[src/hw/tcc_pkg.sv]
package tcc_pkg;
  // ==========================================================
  // register word offsets (byte address = 4 * offset)
  localparam logic [3:0] OFS_CNT_LO  = 4'h0;
  localparam logic [3:0] OFS_CNT_HI  = 4'h1;
  localparam logic [3:0] OFS_CAP_LO  = 4'h2;
  localparam logic [3:0] OFS_CAP_HI  = 4'h3;
  localparam logic [3:0] OFS_CMPA_LO = 4'h4;
  localparam logic [3:0] OFS_CMPA_HI = 4'h5;
  localparam logic [3:0] OFS_CTRL_A  = 4'h6;
  localparam logic [3:0] OFS_CTRL_B  = 4'h7;
  localparam logic [3:0] OFS_FLAGS   = 4'h8;
  localparam logic [3:0] OFS_INT_EN  = 4'h9;
  localparam logic [3:0] OFS_CMP_CS  = 4'ha;
  // ==========================================================
  // field positions
  localparam int B_MODE_LO = 0;
  localparam int B_CLK_SEL = 0;
  localparam int B_MODE_HI = 3;
  localparam int B_EDGE    = 6;
  localparam int B_FILT    = 7;
  localparam int B_OVF     = 0;
  localparam int B_CAP     = 5;
  localparam int B_CMP_SEL = 2;
  localparam logic [7:0] CTRL_B_MASK = 8'hdf;
  // ==========================================================
  // reset values and count limits
  localparam logic [15:0] RST_WORD = 16'h0000;
  localparam logic [7:0]  RST_BYTE = 8'h00;
  localparam logic [15:0] BOTTOM   = 16'h0000;
  localparam logic [15:0] MAX_CNT  = 16'hffff;
  localparam logic [15:0] TOP_8B   = 16'h00ff;
  localparam logic [15:0] TOP_9B   = 16'h01ff;
  localparam logic [15:0] TOP_10B  = 16'h03ff;
  localparam int          PS_W     = 10;
  localparam int          FILT_LEN = 4;
  typedef enum logic {DIR_UP, DIR_DOWN} tcc_dir_type;
endpackage : tcc_pkg

[src/hw/tcc_cap_if.sv]
`timescale 1ns/1ps
interface tcc_cap_if;
  logic cap_en;
  logic filt_en;
  logic rise_sel;
  logic src_sel;
  logic capture;
  modport ctrl (output cap_en, output filt_en, output rise_sel, output src_sel, input capture);
  modport unit (input cap_en, input filt_en, input rise_sel, input src_sel, output capture);
endinterface : tcc_cap_if

[src/hw/tcc_capture_unit.sv]
`timescale 1ns/1ps
module tcc_capture_unit
  import tcc_pkg::*;
(
  input  wire logic sys_clk,
  input  wire logic rst_n,
  input  wire logic capture_pin,
  input  wire logic comparator_output,
  tcc_cap_if.unit   cif
);
  typedef struct packed {
    logic [1:0]          pin_s;
    logic [1:0]          cmp_s;
    logic [FILT_LEN-1:0] hist;
    logic                filt;
    logic                prev;
    logic                strobe;
  } tcc_cu_type;

  tcc_cu_type r_reg;
  tcc_cu_type r_next;
  logic       src;
  logic       lvl;

  // ==========================================================
  // sync, filter, edge detect
  always_comb
  begin
    r_next       = r_reg;
    r_next.pin_s = {r_reg.pin_s[0], capture_pin};
    r_next.cmp_s = {r_reg.cmp_s[0], comparator_output};
    src          = cif.src_sel ? r_reg.cmp_s[1] : r_reg.pin_s[1];
    r_next.hist  = {r_reg.hist[FILT_LEN-2:0], src};
    if (&r_reg.hist)
      r_next.filt = 1'b1;
    else if (~|r_reg.hist)
      r_next.filt = 1'b0;
    // unfiltered taps hist[0]; filtered lags it by exactly four cycles
    lvl           = cif.filt_en ? r_reg.filt : r_reg.hist[0];
    r_next.prev   = lvl;
    // prev keeps tracking while disabled so re-enable makes no false edge
    r_next.strobe = cif.cap_en & (lvl != r_reg.prev) & (lvl == cif.rise_sel);
  end

  always_ff @(posedge sys_clk or negedge rst_n)
  begin
    if (!rst_n)
      r_reg <= '0;
    else
      r_reg <= r_next;
  end

  assign cif.capture = r_reg.strobe;
endmodule : tcc_capture_unit

[src/hw/tcc_timer.sv]
`timescale 1ns/1ps
// How it works
// - Clock select zero gives no tick; the count holds.
// - Each tick the count increments, decrements or clears; direction picks up or down.
// - Flags show count at sequence top and count at zero.
// - Upper writes and count/capture upper reads hit the latch; count/capture lower read loads it, lower write commits it.
// - A software count write beats any tick clear or step in that cycle.
// - Count is readable and writable whether or not ticks run.
// - Four-bit mode field over control A and B selects the counting sequence.
// - Overflow flag sets where the mode says and can request an interrupt.
// - An accepted trigger edge copies the whole count into the capture register.
// - Capture flag sets in the very cycle the capture register loads.
// - Capture flag with enable requests interrupt; service or write-one clears it.
// - Capture lower read loads the latch; upper read then returns the latch.
// - Capture register is writable only in modes using it as top, upper first.
// - Comparator select bit switches trigger from capture pin to comparator output.
// - Filter output changes only after four equal consecutive samples.
// - Filter adds exactly four system cycles from input to capture.
// - Filter enable sits in control B and runs on the system clock.
// - Capture input is live except in modes using the capture register as top.
// - A new capture overwrites the capture register; no overrun guard.
// - Capture pin is watched whoever drives it.
// - Bottom is zero; top is 0xffff, fixed 8/9/10-bit, compare A or capture.
module tcc_timer
  import tcc_pkg::*;
(
  input  wire logic        sys_clk,
  input  wire logic        rst_n,
  input  wire logic [3:0]  avs_address,
  input  wire logic        avs_read,
  input  wire logic        avs_write,
  input  wire logic [31:0] avs_writedata,
  input  wire logic [3:0]  avs_byteenable,
  output logic      [31:0] avs_readdata,
  output logic             avs_waitrequest,
  input  wire logic        ext_tick_pin,
  input  wire logic        capture_pin,
  input  wire logic        comparator_output,
  input  wire logic        cap_irq_ack,
  input  wire logic        ovf_irq_ack,
  output logic             cap_irq,
  output logic             ovf_irq,
  output logic             count_top,
  output logic             count_bottom
);
  typedef struct packed {
    logic [15:0]     count;
    logic [7:0]      temp;
    logic [15:0]     capture;
    logic [15:0]     cmpa;
    logic [1:0]      mode_lo;
    logic [7:0]      ctrl_b;
    logic            cmp_sel;
    logic            ovf_flag;
    logic            cap_flag;
    logic            ovf_ie;
    logic            cap_ie;
    tcc_dir_type     dir;
    logic [PS_W-1:0] presc;
    logic [1:0]      ext_s;
    logic            ext_prev;
    logic [7:0]      rd_hi;
    logic [31:0]     rdata;
    logic            waitreq;
    logic            top;
    logic            bottom;
    logic            cap_irq;
    logic            ovf_irq;
  } tcc_core_type;

  tcc_core_type r_reg;
  tcc_core_type r_next;
  tcc_cap_if    cif ();

  logic [3:0]  mode;
  logic [15:0] top_val;
  logic        dual;
  logic        fast;
  logic        icr_top;
  logic        tick;
  logic        ovf_evt;
  logic        wr;
  logic        rd;
  logic [7:0]  wd;
  logic [7:0]  rbyte;

  // ==========================================================
  // mode decode
  always_comb
  begin
    mode    = {r_reg.ctrl_b[B_MODE_HI+1:B_MODE_HI], r_reg.mode_lo};
    dual    = 1'b0;
    fast    = 1'b0;
    icr_top = 1'b0;
    unique case (mode)
      4'h1, 4'h5: top_val = TOP_8B;
      4'h2, 4'h6: top_val = TOP_9B;
      4'h3, 4'h7: top_val = TOP_10B;
      4'h4, 4'h9, 4'hb, 4'hf: top_val = r_reg.cmpa;
      4'h8, 4'ha, 4'hc, 4'he: top_val = r_reg.capture;
      default: top_val = MAX_CNT;
    endcase
    unique case (mode)
      4'h1, 4'h2, 4'h3, 4'h8, 4'h9, 4'ha, 4'hb: dual = 1'b1;
      4'h5, 4'h6, 4'h7, 4'he, 4'hf: fast = 1'b1;
      default: dual = 1'b0;
    endcase
    unique case (mode)
      4'h8, 4'ha, 4'hc, 4'he: icr_top = 1'b1;
      default: icr_top = 1'b0;
    endcase
  end

  // ==========================================================
  // tick select
  always_comb
  begin
    unique case (r_reg.ctrl_b[B_CLK_SEL+2:B_CLK_SEL])
      3'h0: tick = 1'b0;
      3'h1: tick = 1'b1;
      3'h2: tick = &r_reg.presc[2:0];
      3'h3: tick = &r_reg.presc[5:0];
      3'h4: tick = &r_reg.presc[7:0];
      3'h5: tick = &r_reg.presc[9:0];
      3'h6: tick = r_reg.ext_prev & ~r_reg.ext_s[1];
      3'h7: tick = ~r_reg.ext_prev & r_reg.ext_s[1];
    endcase
  end

  // ==========================================================
  // main next-state
  always_comb
  begin
    r_next         = r_reg;
    ovf_evt        = 1'b0;
    wd             = avs_writedata[7:0];
    // access takes effect only at the edge where waitrequest is low
    wr             = avs_write & ~r_reg.waitreq & avs_byteenable[0];
    rd             = avs_read & ~r_reg.waitreq;
    r_next.waitreq = ~((avs_read | avs_write) & r_reg.waitreq);
    r_next.ext_s   = {r_reg.ext_s[0], ext_tick_pin};
    r_next.ext_prev = r_reg.ext_s[1];
    if (r_reg.ctrl_b[B_CLK_SEL+2:B_CLK_SEL] == 3'h0)
      r_next.presc = '0;
    else
      r_next.presc = PS_W'(r_reg.presc + 1'b1);

    // counter: software write first, tick only otherwise
    if (wr && avs_address == OFS_CNT_LO)
      r_next.count = {r_reg.temp, wd};
    else if (tick)
    begin
      if (dual)
      begin
        if (r_reg.dir == DIR_UP)
        begin
          if (r_reg.count >= top_val)
          begin
            r_next.dir   = DIR_DOWN;
            r_next.count = 16'(r_reg.count - 1'b1);
          end
          else
            r_next.count = 16'(r_reg.count + 1'b1);
        end
        else if (r_reg.count == BOTTOM)
        begin
          r_next.dir   = DIR_UP;
          r_next.count = 16'(r_reg.count + 1'b1);
          ovf_evt      = 1'b1;
        end
        else
          r_next.count = 16'(r_reg.count - 1'b1);
      end
      else if (r_reg.count >= top_val)
      begin
        r_next.count = BOTTOM;
        r_next.dir   = DIR_UP;
        ovf_evt      = fast | (r_reg.count == MAX_CNT);
      end
      else
        r_next.count = 16'(r_reg.count + 1'b1);
    end

    // capture register: events overwrite unconditionally
    if (cif.capture)
      r_next.capture = r_reg.count;
    else if (wr && avs_address == OFS_CAP_LO && icr_top)
      r_next.capture = {r_reg.temp, wd};

    // shared high latch
    if (wr && (avs_address == OFS_CNT_HI || avs_address == OFS_CAP_HI || avs_address == OFS_CMPA_HI))
      r_next.temp = wd;
    if (rd && (avs_address == OFS_CNT_LO || avs_address == OFS_CAP_LO))
      r_next.temp = r_reg.rd_hi;
    if (wr && avs_address == OFS_CMPA_LO)
      r_next.cmpa = {r_reg.temp, wd};

    if (wr && avs_address == OFS_CTRL_A)
      r_next.mode_lo = wd[B_MODE_LO+1:B_MODE_LO];
    if (wr && avs_address == OFS_CTRL_B)
      r_next.ctrl_b = wd & CTRL_B_MASK;
    if (wr && avs_address == OFS_INT_EN)
    begin
      r_next.ovf_ie = wd[B_OVF];
      r_next.cap_ie = wd[B_CAP];
    end
    if (wr && avs_address == OFS_CMP_CS)
      r_next.cmp_sel = wd[B_CMP_SEL];

    // flags: clears first so a same-cycle event wins
    if (wr && avs_address == OFS_FLAGS && wd[B_CAP])
      r_next.cap_flag = 1'b0;
    if (wr && avs_address == OFS_FLAGS && wd[B_OVF])
      r_next.ovf_flag = 1'b0;
    if (cap_irq_ack)
      r_next.cap_flag = 1'b0;
    if (ovf_irq_ack)
      r_next.ovf_flag = 1'b0;
    if (cif.capture)
      r_next.cap_flag = 1'b1;
    if (ovf_evt)
      r_next.ovf_flag = 1'b1;

    r_next.cap_irq = r_next.cap_flag & r_next.cap_ie;
    r_next.ovf_irq = r_next.ovf_flag & r_next.ovf_ie;
    r_next.top     = (r_next.count == top_val);
    r_next.bottom  = (r_next.count == BOTTOM);

    // read data and latch snapshot are taken together in the wait cycle
    // gated by a request so read data stand until the next access
    unique case (avs_address)
      OFS_CNT_LO:  rbyte = r_reg.count[7:0];
      OFS_CNT_HI:  rbyte = r_reg.temp;
      OFS_CAP_LO:  rbyte = r_reg.capture[7:0];
      OFS_CAP_HI:  rbyte = r_reg.temp;
      OFS_CMPA_LO: rbyte = r_reg.cmpa[7:0];
      OFS_CMPA_HI: rbyte = r_reg.cmpa[15:8];
      OFS_CTRL_A:  rbyte = {6'h00, r_reg.mode_lo};
      OFS_CTRL_B:  rbyte = r_reg.ctrl_b;
      OFS_FLAGS:   rbyte = {2'h0, r_reg.cap_flag, 4'h0, r_reg.ovf_flag};
      OFS_INT_EN:  rbyte = {2'h0, r_reg.cap_ie, 4'h0, r_reg.ovf_ie};
      OFS_CMP_CS:  rbyte = {5'h00, r_reg.cmp_sel, 2'h0};
      default:     rbyte = RST_BYTE;
    endcase
    if (r_reg.waitreq && (avs_read || avs_write))
    begin
      r_next.rdata = {24'h000000, rbyte};
      r_next.rd_hi = (avs_address == OFS_CAP_LO) ? r_reg.capture[15:8] : r_reg.count[15:8];
    end
  end

  always_ff @(posedge sys_clk or negedge rst_n)
  begin
    if (!rst_n)
    begin
      r_reg         <= '0;
      r_reg.waitreq <= 1'b1;
      r_reg.bottom  <= 1'b1;
    end
    else
      r_reg <= r_next;
  end

  assign cif.cap_en   = ~icr_top;
  assign cif.filt_en  = r_reg.ctrl_b[B_FILT];
  assign cif.rise_sel = r_reg.ctrl_b[B_EDGE];
  assign cif.src_sel  = r_reg.cmp_sel;

  tcc_capture_unit u_cap (
    .sys_clk           (sys_clk),
    .rst_n             (rst_n),
    .capture_pin       (capture_pin),
    .comparator_output (comparator_output),
    .cif               (cif.unit)
  );

  assign avs_readdata    = r_reg.rdata;
  assign avs_waitrequest = r_reg.waitreq;
  assign cap_irq         = r_reg.cap_irq;
  assign ovf_irq         = r_reg.ovf_irq;
  assign count_top       = r_reg.top;
  assign count_bottom    = r_reg.bottom;
endmodule : tcc_timer

[config.mk]
export PLATFORM = sky130hd
export DESIGN_NAME = tcc_timer
export DESIGN_NICKNAME = d
export VERILOG_FILES = /design/src/hw/tcc_pkg.sv /design/src/hw/tcc_cap_if.sv /design/src/hw/tcc_capture_unit.sv /design/src/hw/tcc_timer.sv
export SDC_FILE = /design/constraint.sdc
export NUM_CORES = 1
export LEC_CHECK = 0
export BUFFER_PORTS_ARGS = -buffer_cell sky130_fd_sc_hd__buf_2
export CORE_ASPECT_RATIO = 1.4
export CORE_UTILIZATION = 61
export DETAILED_ROUTE_END_ITERATION = 10
export HOLD_SLACK_MARGIN = 0.15
export PLACE_DENSITY_LB_ADDON = 0.2
export RECOVER_POWER = 25
export SLEW_MARGIN = 25
export SYNTH_ARGS = -nofsm -noshare
export SYNTH_HDL_FRONTEND = slang
export SYNTH_HIERARCHICAL = 1
export SYNTH_SLANG_ARGS = --single-unit
[constraint.sdc]
create_clock -name sys_clk -period 11.1 [get_ports sys_clk]
set_input_delay 0 -clock sys_clk [delete_from_list [all_inputs] [get_ports sys_clk]]
set_output_delay 0 -clock sys_clk [all_outputs]
set_load 0.01 [all_outputs]
# Word-level counts from Yosys, hierarchy flattened

Index checks and enable logic that the tools add are counted.

Register bits: 116
Input port bits: 49

Equality and inequality tests: 36
Magnitude comparators: 1
Add/sub/neg operators: 3
Bitwise logic cells: 18
Reductions and logical operators: 40
Muxes and demuxes: 41

Operators by type and width:

| kind                                                 | number |
|---|---|
| 2-to-1 mux 16 bit                                    | 9 |
| case mux 16 bit (5 select lines)                     | 1 |
| case mux 8 bit (10 select lines)                     | 1 |
| equality test 4 bit (second input constant)          | 10 |
| equality test 4 x 3 -> 1 bit (second input constant) | 8 |
| zero test 16 bit                                     | 2 |
| 2-to-1 mux 1 bit                                     | 24 |
| 2-to-1 mux 8 bit                                     | 3 |
| adder 16 x 1 -> 16 bit (second input constant)       | 1 |
| equality test 16 bit                                 | 1 |
| equality test 16 bit (second input constant)         | 1 |
| equality test 4 x 2 -> 1 bit (second input constant) | 4 |
| greater-or-equal comparator 16 bit                   | 1 |
| subtractor 16 x 1 -> 16 bit (second input constant)  | 1 |
| logical AND 1 bit                                    | 14 |
| equality test 3 bit (second input constant)          | 4 |
| OR reduction 4 bit                                   | 3 |
| adder 10 x 1 -> 10 bit (second input constant)       | 1 |
| bitwise AND 1 bit                                    | 10 |
| 2-to-1 mux 10 bit                                    | 1 |
| AND reduction 10 bit                                 | 1 |
| equality test 4 x 1 -> 1 bit (second input constant) | 2 |
| case mux 1 bit (8 select lines)                      | 1 |
| AND reduction 8 bit                                  | 1 |
| other kinds (18)                                     | 34 |

# Logic depth before layout (Yosys ltp)

Gate-level depths: netlist (run 1).

Depth after elaboration: 10
Mapped depth: 17
Depth with buffers taken out: 15

# By module

Netlist (run 1), hierarchy kept.

Modules (own cells, without submodules):

| module           | cells each | area an instance (µm²) | times used |
|---|---|---|---|
| tcc_timer        | 885        | 7731.2                 | 1 |
| tcc_capture_unit | 20         | 349.1                  | 1 |

# Worst setup path after synthesis (run 1)

OpenSTA, ideal clock, no wires.

Kind: register -> register
From: register r_reg, in the netlist mode[3]
To: register r_reg, in the netlist count_top
Path slack: 7.329 ns
Arrival: 3.675 ns
Path buffers: 1
Cell stages (with the launch flop): 16
Required time: 11.004 ns
Cells stage by stage: dfrtp_1 > buf_4 > and2_1 > or2_2 > a211oi_1 > ha_1 > a21oi_1 > nor3_1 > nor3_2 > a31oi_1 > or3_1 > a21oi_1 > xor2_1 > a2111oi_2 > nand4_1 > nor4_2

RTL lines:

| what                     | RTL line         | source |
|---|---|---|
| start: declaration       | tcc_timer.sv:71  | `tcc_core_type r_reg;` |
| start signal: assignment | tcc_timer.sv:261 | `r_reg <= r_next;` |

==> metrics, run 1 <==
outcome complete, but fails checks; failing checks max-capacitance violations, max-slew violations; kind of critical path reg -> reg; worst r2r src mode[0]; P per Cell Area 250 mW/mm²; DR WL/cell 25.3 µm; first-pass GRT wire length 42200 µm; Final ANT Viol Nets 0; Slew Limit Fails 42; crit path capture type flop; RSZ-0062 raised after global routing false; initial antenna violation count 0; final instance area 0.00884 mm²; I/O Buffers 34; post-synth cell types 95; Mapped Area 0.00808 mm²; clk buf depth 2; Tot GR Track Use 41.2%; r2r worst-path depth 14; Final Setup Violations 0; Hold Fails Final Rpt 0; Hold Path End avs_readdata[1]; GRT busiest layer met2; Post-Syn Instances 905; Clock Pin Slew Worst Setup and Hold Paths 60 ps; core area 0.0129 mm²; CP startpoint mode[0]; Routed WL 27400 µm; Hold Crit Depth 3; width of the die 99.3 µm; synthesized area per cell 8.93 µm²; placed cell area 0.00807 mm²; FF-to-FF End count_bottom; Max Clock Skew 8.55 ps; total power 0.00221 W; number of max-cap violations 1; Util after Layout 68.7%; leakage 3.71 nW; Slew headroom -51.1%; Slew @ Worst Pin 2270 ps; peak supply drop 167 µV; io pins 86; ys flop type dfrtp_1; CTS tree yes; GRT overflow 0; cts bufs inserted 17; Critical Path AT 6460 ps; fill count 992; clock root buffer clkbuf_16; gpl congestion 1.03; setup TNS 0 ps; die height 138 µm; post-synthesis sequential area ratio 36.0%; Post-synth ARST share 100%; Clock Sinks 116; Warnings, synthesis 6; initial core utilization 62.8%; worst skew pair latency 420 ps; FF+latch count, synth 116; post-cts resize count 0; Critical Path Start Type flop; total die area 0.0137 mm²; Post-synth EDFFs 0; vias in the first global route 7423; M3 GR Usage 8.75%; largest net degree at the start of global routing 71; most common cell in the netlist dfrtp_1; Layout area overhead 9.40%; Synth area leaders dfrtp_1 35%, mux2i_1 4.8%, mux2_2 4.5%; DRC viols 0; dominant cell type by area after synthesis dfrtp_1; Hold Buf Count CTS 21; Final Cycle Share 55.2%; NumNets Final 986; Max Clk Rate 163 MHz; most instantiated cells after synthesis 114 x dfrtp_1, 83 x nor2_1, 79 x nand2_1, 61 x o21ai_0, 53 x a21oi_1; antenna diode count 0; critical path required time 11440 ps; hpwl dp 19300 µm; top-area cell type share of the netlist area 35.3%; GR Util met1 47.4%; Tmin final 6120 ps; Via density 6.96; max reg flops 83; Pre-antenna DRT Iters 7; # rows 49; grt met2 use 66.8%; Post-CTS Setup Inserts 0; worst hold path class in -> reg; flop2flop setup slack 4980 ps; Max FO, Critical Path 24; Hold Startpoint avs_address[3]; Vias 7527; drt first-iter violations 777; layout cells sized above 1 14.9%; H-Tree Depth 4
critical path, stage by stage, from the launching register on:
cell and delay, ps:
dfrtp_1 870, nor3_4 200, or2_2 380, a211oi_1 800
ha_1 250, nand2_1 70, nor3_2 440, o211ai_2 310
a31oi_1 720, nand2b_1 280, a21oi_1 110, a211oi_1 260
nor2_1 170, nor4_1 770, and4b_1 400
worst max path at each step:
stage                         endpoint  slack (ps)  cells past startpoint
after floorplan              count_top        7330                     15
after global routing      count_bottom        4960                     14
after detailed placement     count_top        5420                     14
after CTS                    count_top        5400                     14
final                     count_bottom        4980                     14
after global placement       count_top        5420                     14
cells by family (layout without fill, tap and decap cells):
| family | count (synthesis) | in the layout | synth area share [%] |
|---|---|---|---|
| and+or+nand+nor | 318 | 318 | 20.7 |
| adders and majority gates | 21 | 21 | 3.25 |
| DFF | 116 | 116 | 36.0 |
| muxes | 73 | 73 | 9.76 |
| other | 1 | 24 | 0.0464 |
| AOI/OAI and AO/OA | 229 | 229 | 19.2 |
| buffers and inverters | 114 | 115 | 7.54 |
| xor gates and xnor gates | 33 | 33 | 3.58 |
cell type report:
class	count	area, µm²	area share, %
clock buffers	18	439	4.97
inverters	21	78.8	0.892
multi-input cells	698	4670	52.8
flip-flops and latches	116	2910	32.9
repair buffers	62	417	4.71
clock inverters	14	143	1.61
well taps	153	191	2.17
layout by cell type (no fill, tap or decap), types with 4 or more instances in the layout:
cell type,instances
a211oi_1,5
a21oi_1,53
a22o_1,10
a22oi_1,9
a31o_2,4
a31oi_1,13
and2_1,9
and3_1,13
buf_2,21
buf_4,7
clkbuf_1,13
clkbuf_16,17
conb_1,24
dfrtp_1,114
dlygate4sd3_1,21
ha_1,21
inv_1,20
inv_6,5
mux2_2,32
mux2i_1,39
nand2_1,79
nand2b_1,8
nand3_1,35
nand3b_1,4
nand4_1,14
nor2_1,83
nor2b_1,10
nor3_1,14
nor3b_1,4
nor4_1,6
nor4_2,5
o211ai_1,5
o21ai_0,61
o22ai_1,16
o31ai_1,4
or3_1,5
xnor2_1,12
xor2_1,21
per-stage QoR:
step                setup slack (ps)  hold slack, ps  std cells
CTS                             5400             173       1082
floorplan                       7330            -296        928
global route                    4960             214       1082
global placement                5420            39.4       1029
finish                          4980             185       1082
detailed placement              5420            48.4       1029
layer usage:
metal,wire [µm],vias up
met5,0,-
met4,2340,0
met3,2230,167
met2,13200,498
met1,9590,3604
li1,-,3258
power by group:
part | internal [W] | switching, W | leakage (nW)
Sequential | 0.000527 | 0.000215 | 1.47
Clock | 0.000320 | 0.000222 | 0.282
Combinational | 0.000348 | 0.000576 | 1.95
Total | 0.00120 | 0.00101 | 3.71
(Power assumes the default switching activity.)
==> inputs of run 2 (changes only) <==
--- a/config.mk
+++ b/config.mk
@@ -7,7 +7,7 @@
 export LEC_CHECK = 0
 export BUFFER_PORTS_ARGS = -buffer_cell sky130_fd_sc_hd__buf_2
 export CORE_ASPECT_RATIO = 1.4
-export CORE_UTILIZATION = 61
+export CORE_UTILIZATION = 60
 export DETAILED_ROUTE_END_ITERATION = 10
 export HOLD_SLACK_MARGIN = 0.15
 export PLACE_DENSITY_LB_ADDON = 0.2
==> constraint.sdc (replaced) <==
create_clock -name sys_clk -period 5.7 [get_ports sys_clk]
set_input_delay 0 -clock sys_clk [delete_from_list [all_inputs] [get_ports sys_clk]]
set_output_delay 0 -clock sys_clk [all_outputs]
set_load 0.01 [all_outputs]
==> metrics, run 2 (same netlist as run 1, synthesis figures left out) <==
drt first-iter violations 741 (was 777); Hold Path End r_reg[37] (was avs_readdata[1]); Slew Limit Fails 41 (was 42); Worst path slowest cell dfrtp_1 (unchanged); die height 139 µm (was 138 µm); Vias 7415 (was 7527); placed cell area 0.00815 mm² (was 0.00807 mm²); Slew headroom -47.9% (was -51.1%); # rows 49 (unchanged); largest net degree at the start of global routing 77 (was 71); worst r2r src mode[0] (unchanged); DRC viols 0 (unchanged); hpwl dp 18800 µm (was 19300 µm); Layout area overhead 10.0% (was 9.40%); crit path cell chain buf_4 > o21ai_0 > o21ai_0 > inv_1 > ha_1 > nand4_1 > nor3_2 > o211ai_2 > a31oi_1 > buf_4 > nand2b_1 > a21oi_1 > a211oi_1 > nor2_1 > nor4_1 > and4b_1 (was nor3_4 > or2_2 > a211oi_1 > ha_1 > nand2_1 > nor3_2 > o211ai_2 > a31oi_1 > nand2b_1 > a21oi_1 > a211oi_1 > nor2_1 > nor4_1 > and4b_1); peak supply drop 302 µV (was 167 µV); commonest non-fill, non-tap cell in the layout dfrtp_1 (unchanged); H-Tree Depth 4 (unchanged); antenna diode count 0 (unchanged); max reg flops 83 (unchanged); clk buf depth 2 (unchanged); initial core utilization 62.2% (was 62.8%); Hold Crit Depth 4 (was 3); Hold Startpoint avs_read (was avs_address[3]); final worst slack 655 ps (was 4980 ps); Max Clock Skew 7.47 ps (was 8.55 ps); Pre-antenna DRT Iters 5 (was 7); NumNets Final 989 (was 986); total die area 0.0139 mm² (was 0.0137 mm²); worst hold path class in -> reg (unchanged); Routed WL 26600 µm (was 27400 µm); Place WS 739 ps (was 5420 ps); RSZ-0062 raised after global routing false (unchanged); setup TNS 0 ps (unchanged); clock root buffer clkbuf_16 (unchanged); critical path required time 6060 ps (was 11440 ps); final cell count without fillers 1110 (was 1082); Max Clk Rate 198 MHz (was 163 MHz); width of the die 100 µm (was 99.3 µm); layout cells sized above 1 16.1% (was 14.9%); leakage 3.75 nW (was 3.71 nW); flop2flop setup slack 660 ps (was 4980 ps); worst skew pair latency 430 ps (was 420 ps); Final Setup Violations 0 (unchanged); cts bufs inserted 17 (unchanged); most frequent cells in the layout 114 x dfrtp_1, 83 x nor2_1, 79 x nand2_1 (unchanged); Tot GR Track Use 40.0% (was 41.2%); core area 0.0130 mm² (was 0.0129 mm²); Max FO, Critical Path 16 (was 24); Via density 6.68 (was 6.96); crit path capture type flop (unchanged); io pins 86 (unchanged); CTS tree yes (unchanged); Final Cycle Share 88.5% (was 55.2%); Critical Path AT 5400 ps (was 6460 ps); number of max-cap violations 1 (unchanged); Hold WS 147 ps (was 185 ps); kind of critical path reg -> reg (unchanged); fill count 1086 (was 992); Hold Fails Final Rpt 0 (unchanged); GRT overflow 0 (unchanged); initial antenna violation count 0 (unchanged); P per Cell Area 489 mW/mm² (was 250 mW/mm²); gpl congestion 0.959 (was 1.03); first-pass GRT wire length 41700 µm (was 42200 µm); r2r worst-path depth 16 (was 14); vias in the first global route 7356 (was 7423); Final ANT Viol Nets 0 (unchanged); Clock Pin Slew Worst Setup and Hold Paths 60 ps (about the same); Critical Path Start Type flop (unchanged); placed cell count 1061 (was 1029); failing checks max-capacitance violations, max-slew violations (unchanged); Clock Sinks 116 (unchanged); I/O Buffers 34 (unchanged); DR WL/cell 24.0 µm (was 25.3 µm); Slew @ Worst Pin 2220 ps (was 2270 ps); FF-to-FF End count_bottom (unchanged); Tmin final 5040 ps (was 6120 ps); outcome complete, but fails checks (unchanged); Largest stage delay, worst path 700 ps (was 870 ps); Post-CTS Setup Inserts 0 (unchanged); final instance area 0.00889 mm² (was 0.00884 mm²)
-- run 2: layout make-up --
class,instances,area (µm²),area share [%]
multi-input cells,698,4660,52.4
flip-flops and latches,116,2910,32.7
clock buffers,18,439,4.94
repair buffers,65,432,4.86
well taps,178,223,2.50
clock inverters,14,154,1.73
inverters,21,78.8,0.887
-- run 2: how the worst max path moves through the flow --
stage / start / slack [ps] / endpoint
after floorplan: mode[3] / 1930 / count_top
after global placement: mode[0] / 850 / count_top
after detailed placement: mode[0] / 740 / count_top
after CTS: mode[0] / 720 / count_top
after global routing: mode[0] / 470 / count_top
final: mode[0] / 660 / count_bottom
-- run 2: power breakdown --
part	switching, W	internal, W	total, W
clock network	0.000412	0.000658	0.00107
logic	0.00110	0.000714	0.00181
registers	0.000438	0.00103	0.00146
total	0.00195	0.00240	0.00435
-- run 2: per-stage QoR --
| stage | power, W | util (%) |
|---|---|---|
| floorplan | 0.00262 | - |
| global placement | 0.00314 | 62.7 |
| detailed placement | 0.00320 | 62.7 |
| CTS | 0.00428 | 68.6 |
| global route | 0.00454 | 68.4 |
| finish | 0.00435 | 68.4 |
-- run 2: timing repair --
action                    in CTS  in global routing
hold endpoints to repair      90                  0
gates resized for setup        0                  0
hold buffers                  17                  0
-- run 2: layer usage --
metal / up-vias / wire, µm / track usage [%] / part of all wire (%)
met5: - / 0 / 0 / 0
met4: 0 / 1980 / 28.1 / 7.4
met1: 3608 / 9560 / 46.5 / 36
met2: 406 / 13100 / 66.4 / 49
met3: 133 / 1950 / 6.78 / 7.3
li1: 3268 / - / - / -
-- run 2: worst max-delay path, delay by kind of cell (launching register included) --
family	cells	cell delay, ps
AOI/OAI and AO/OA	6	1440
adders and majority gates	1	320
buffers and inverters	3	600
and+or+nand+nor	6	1920
DFF	1	700
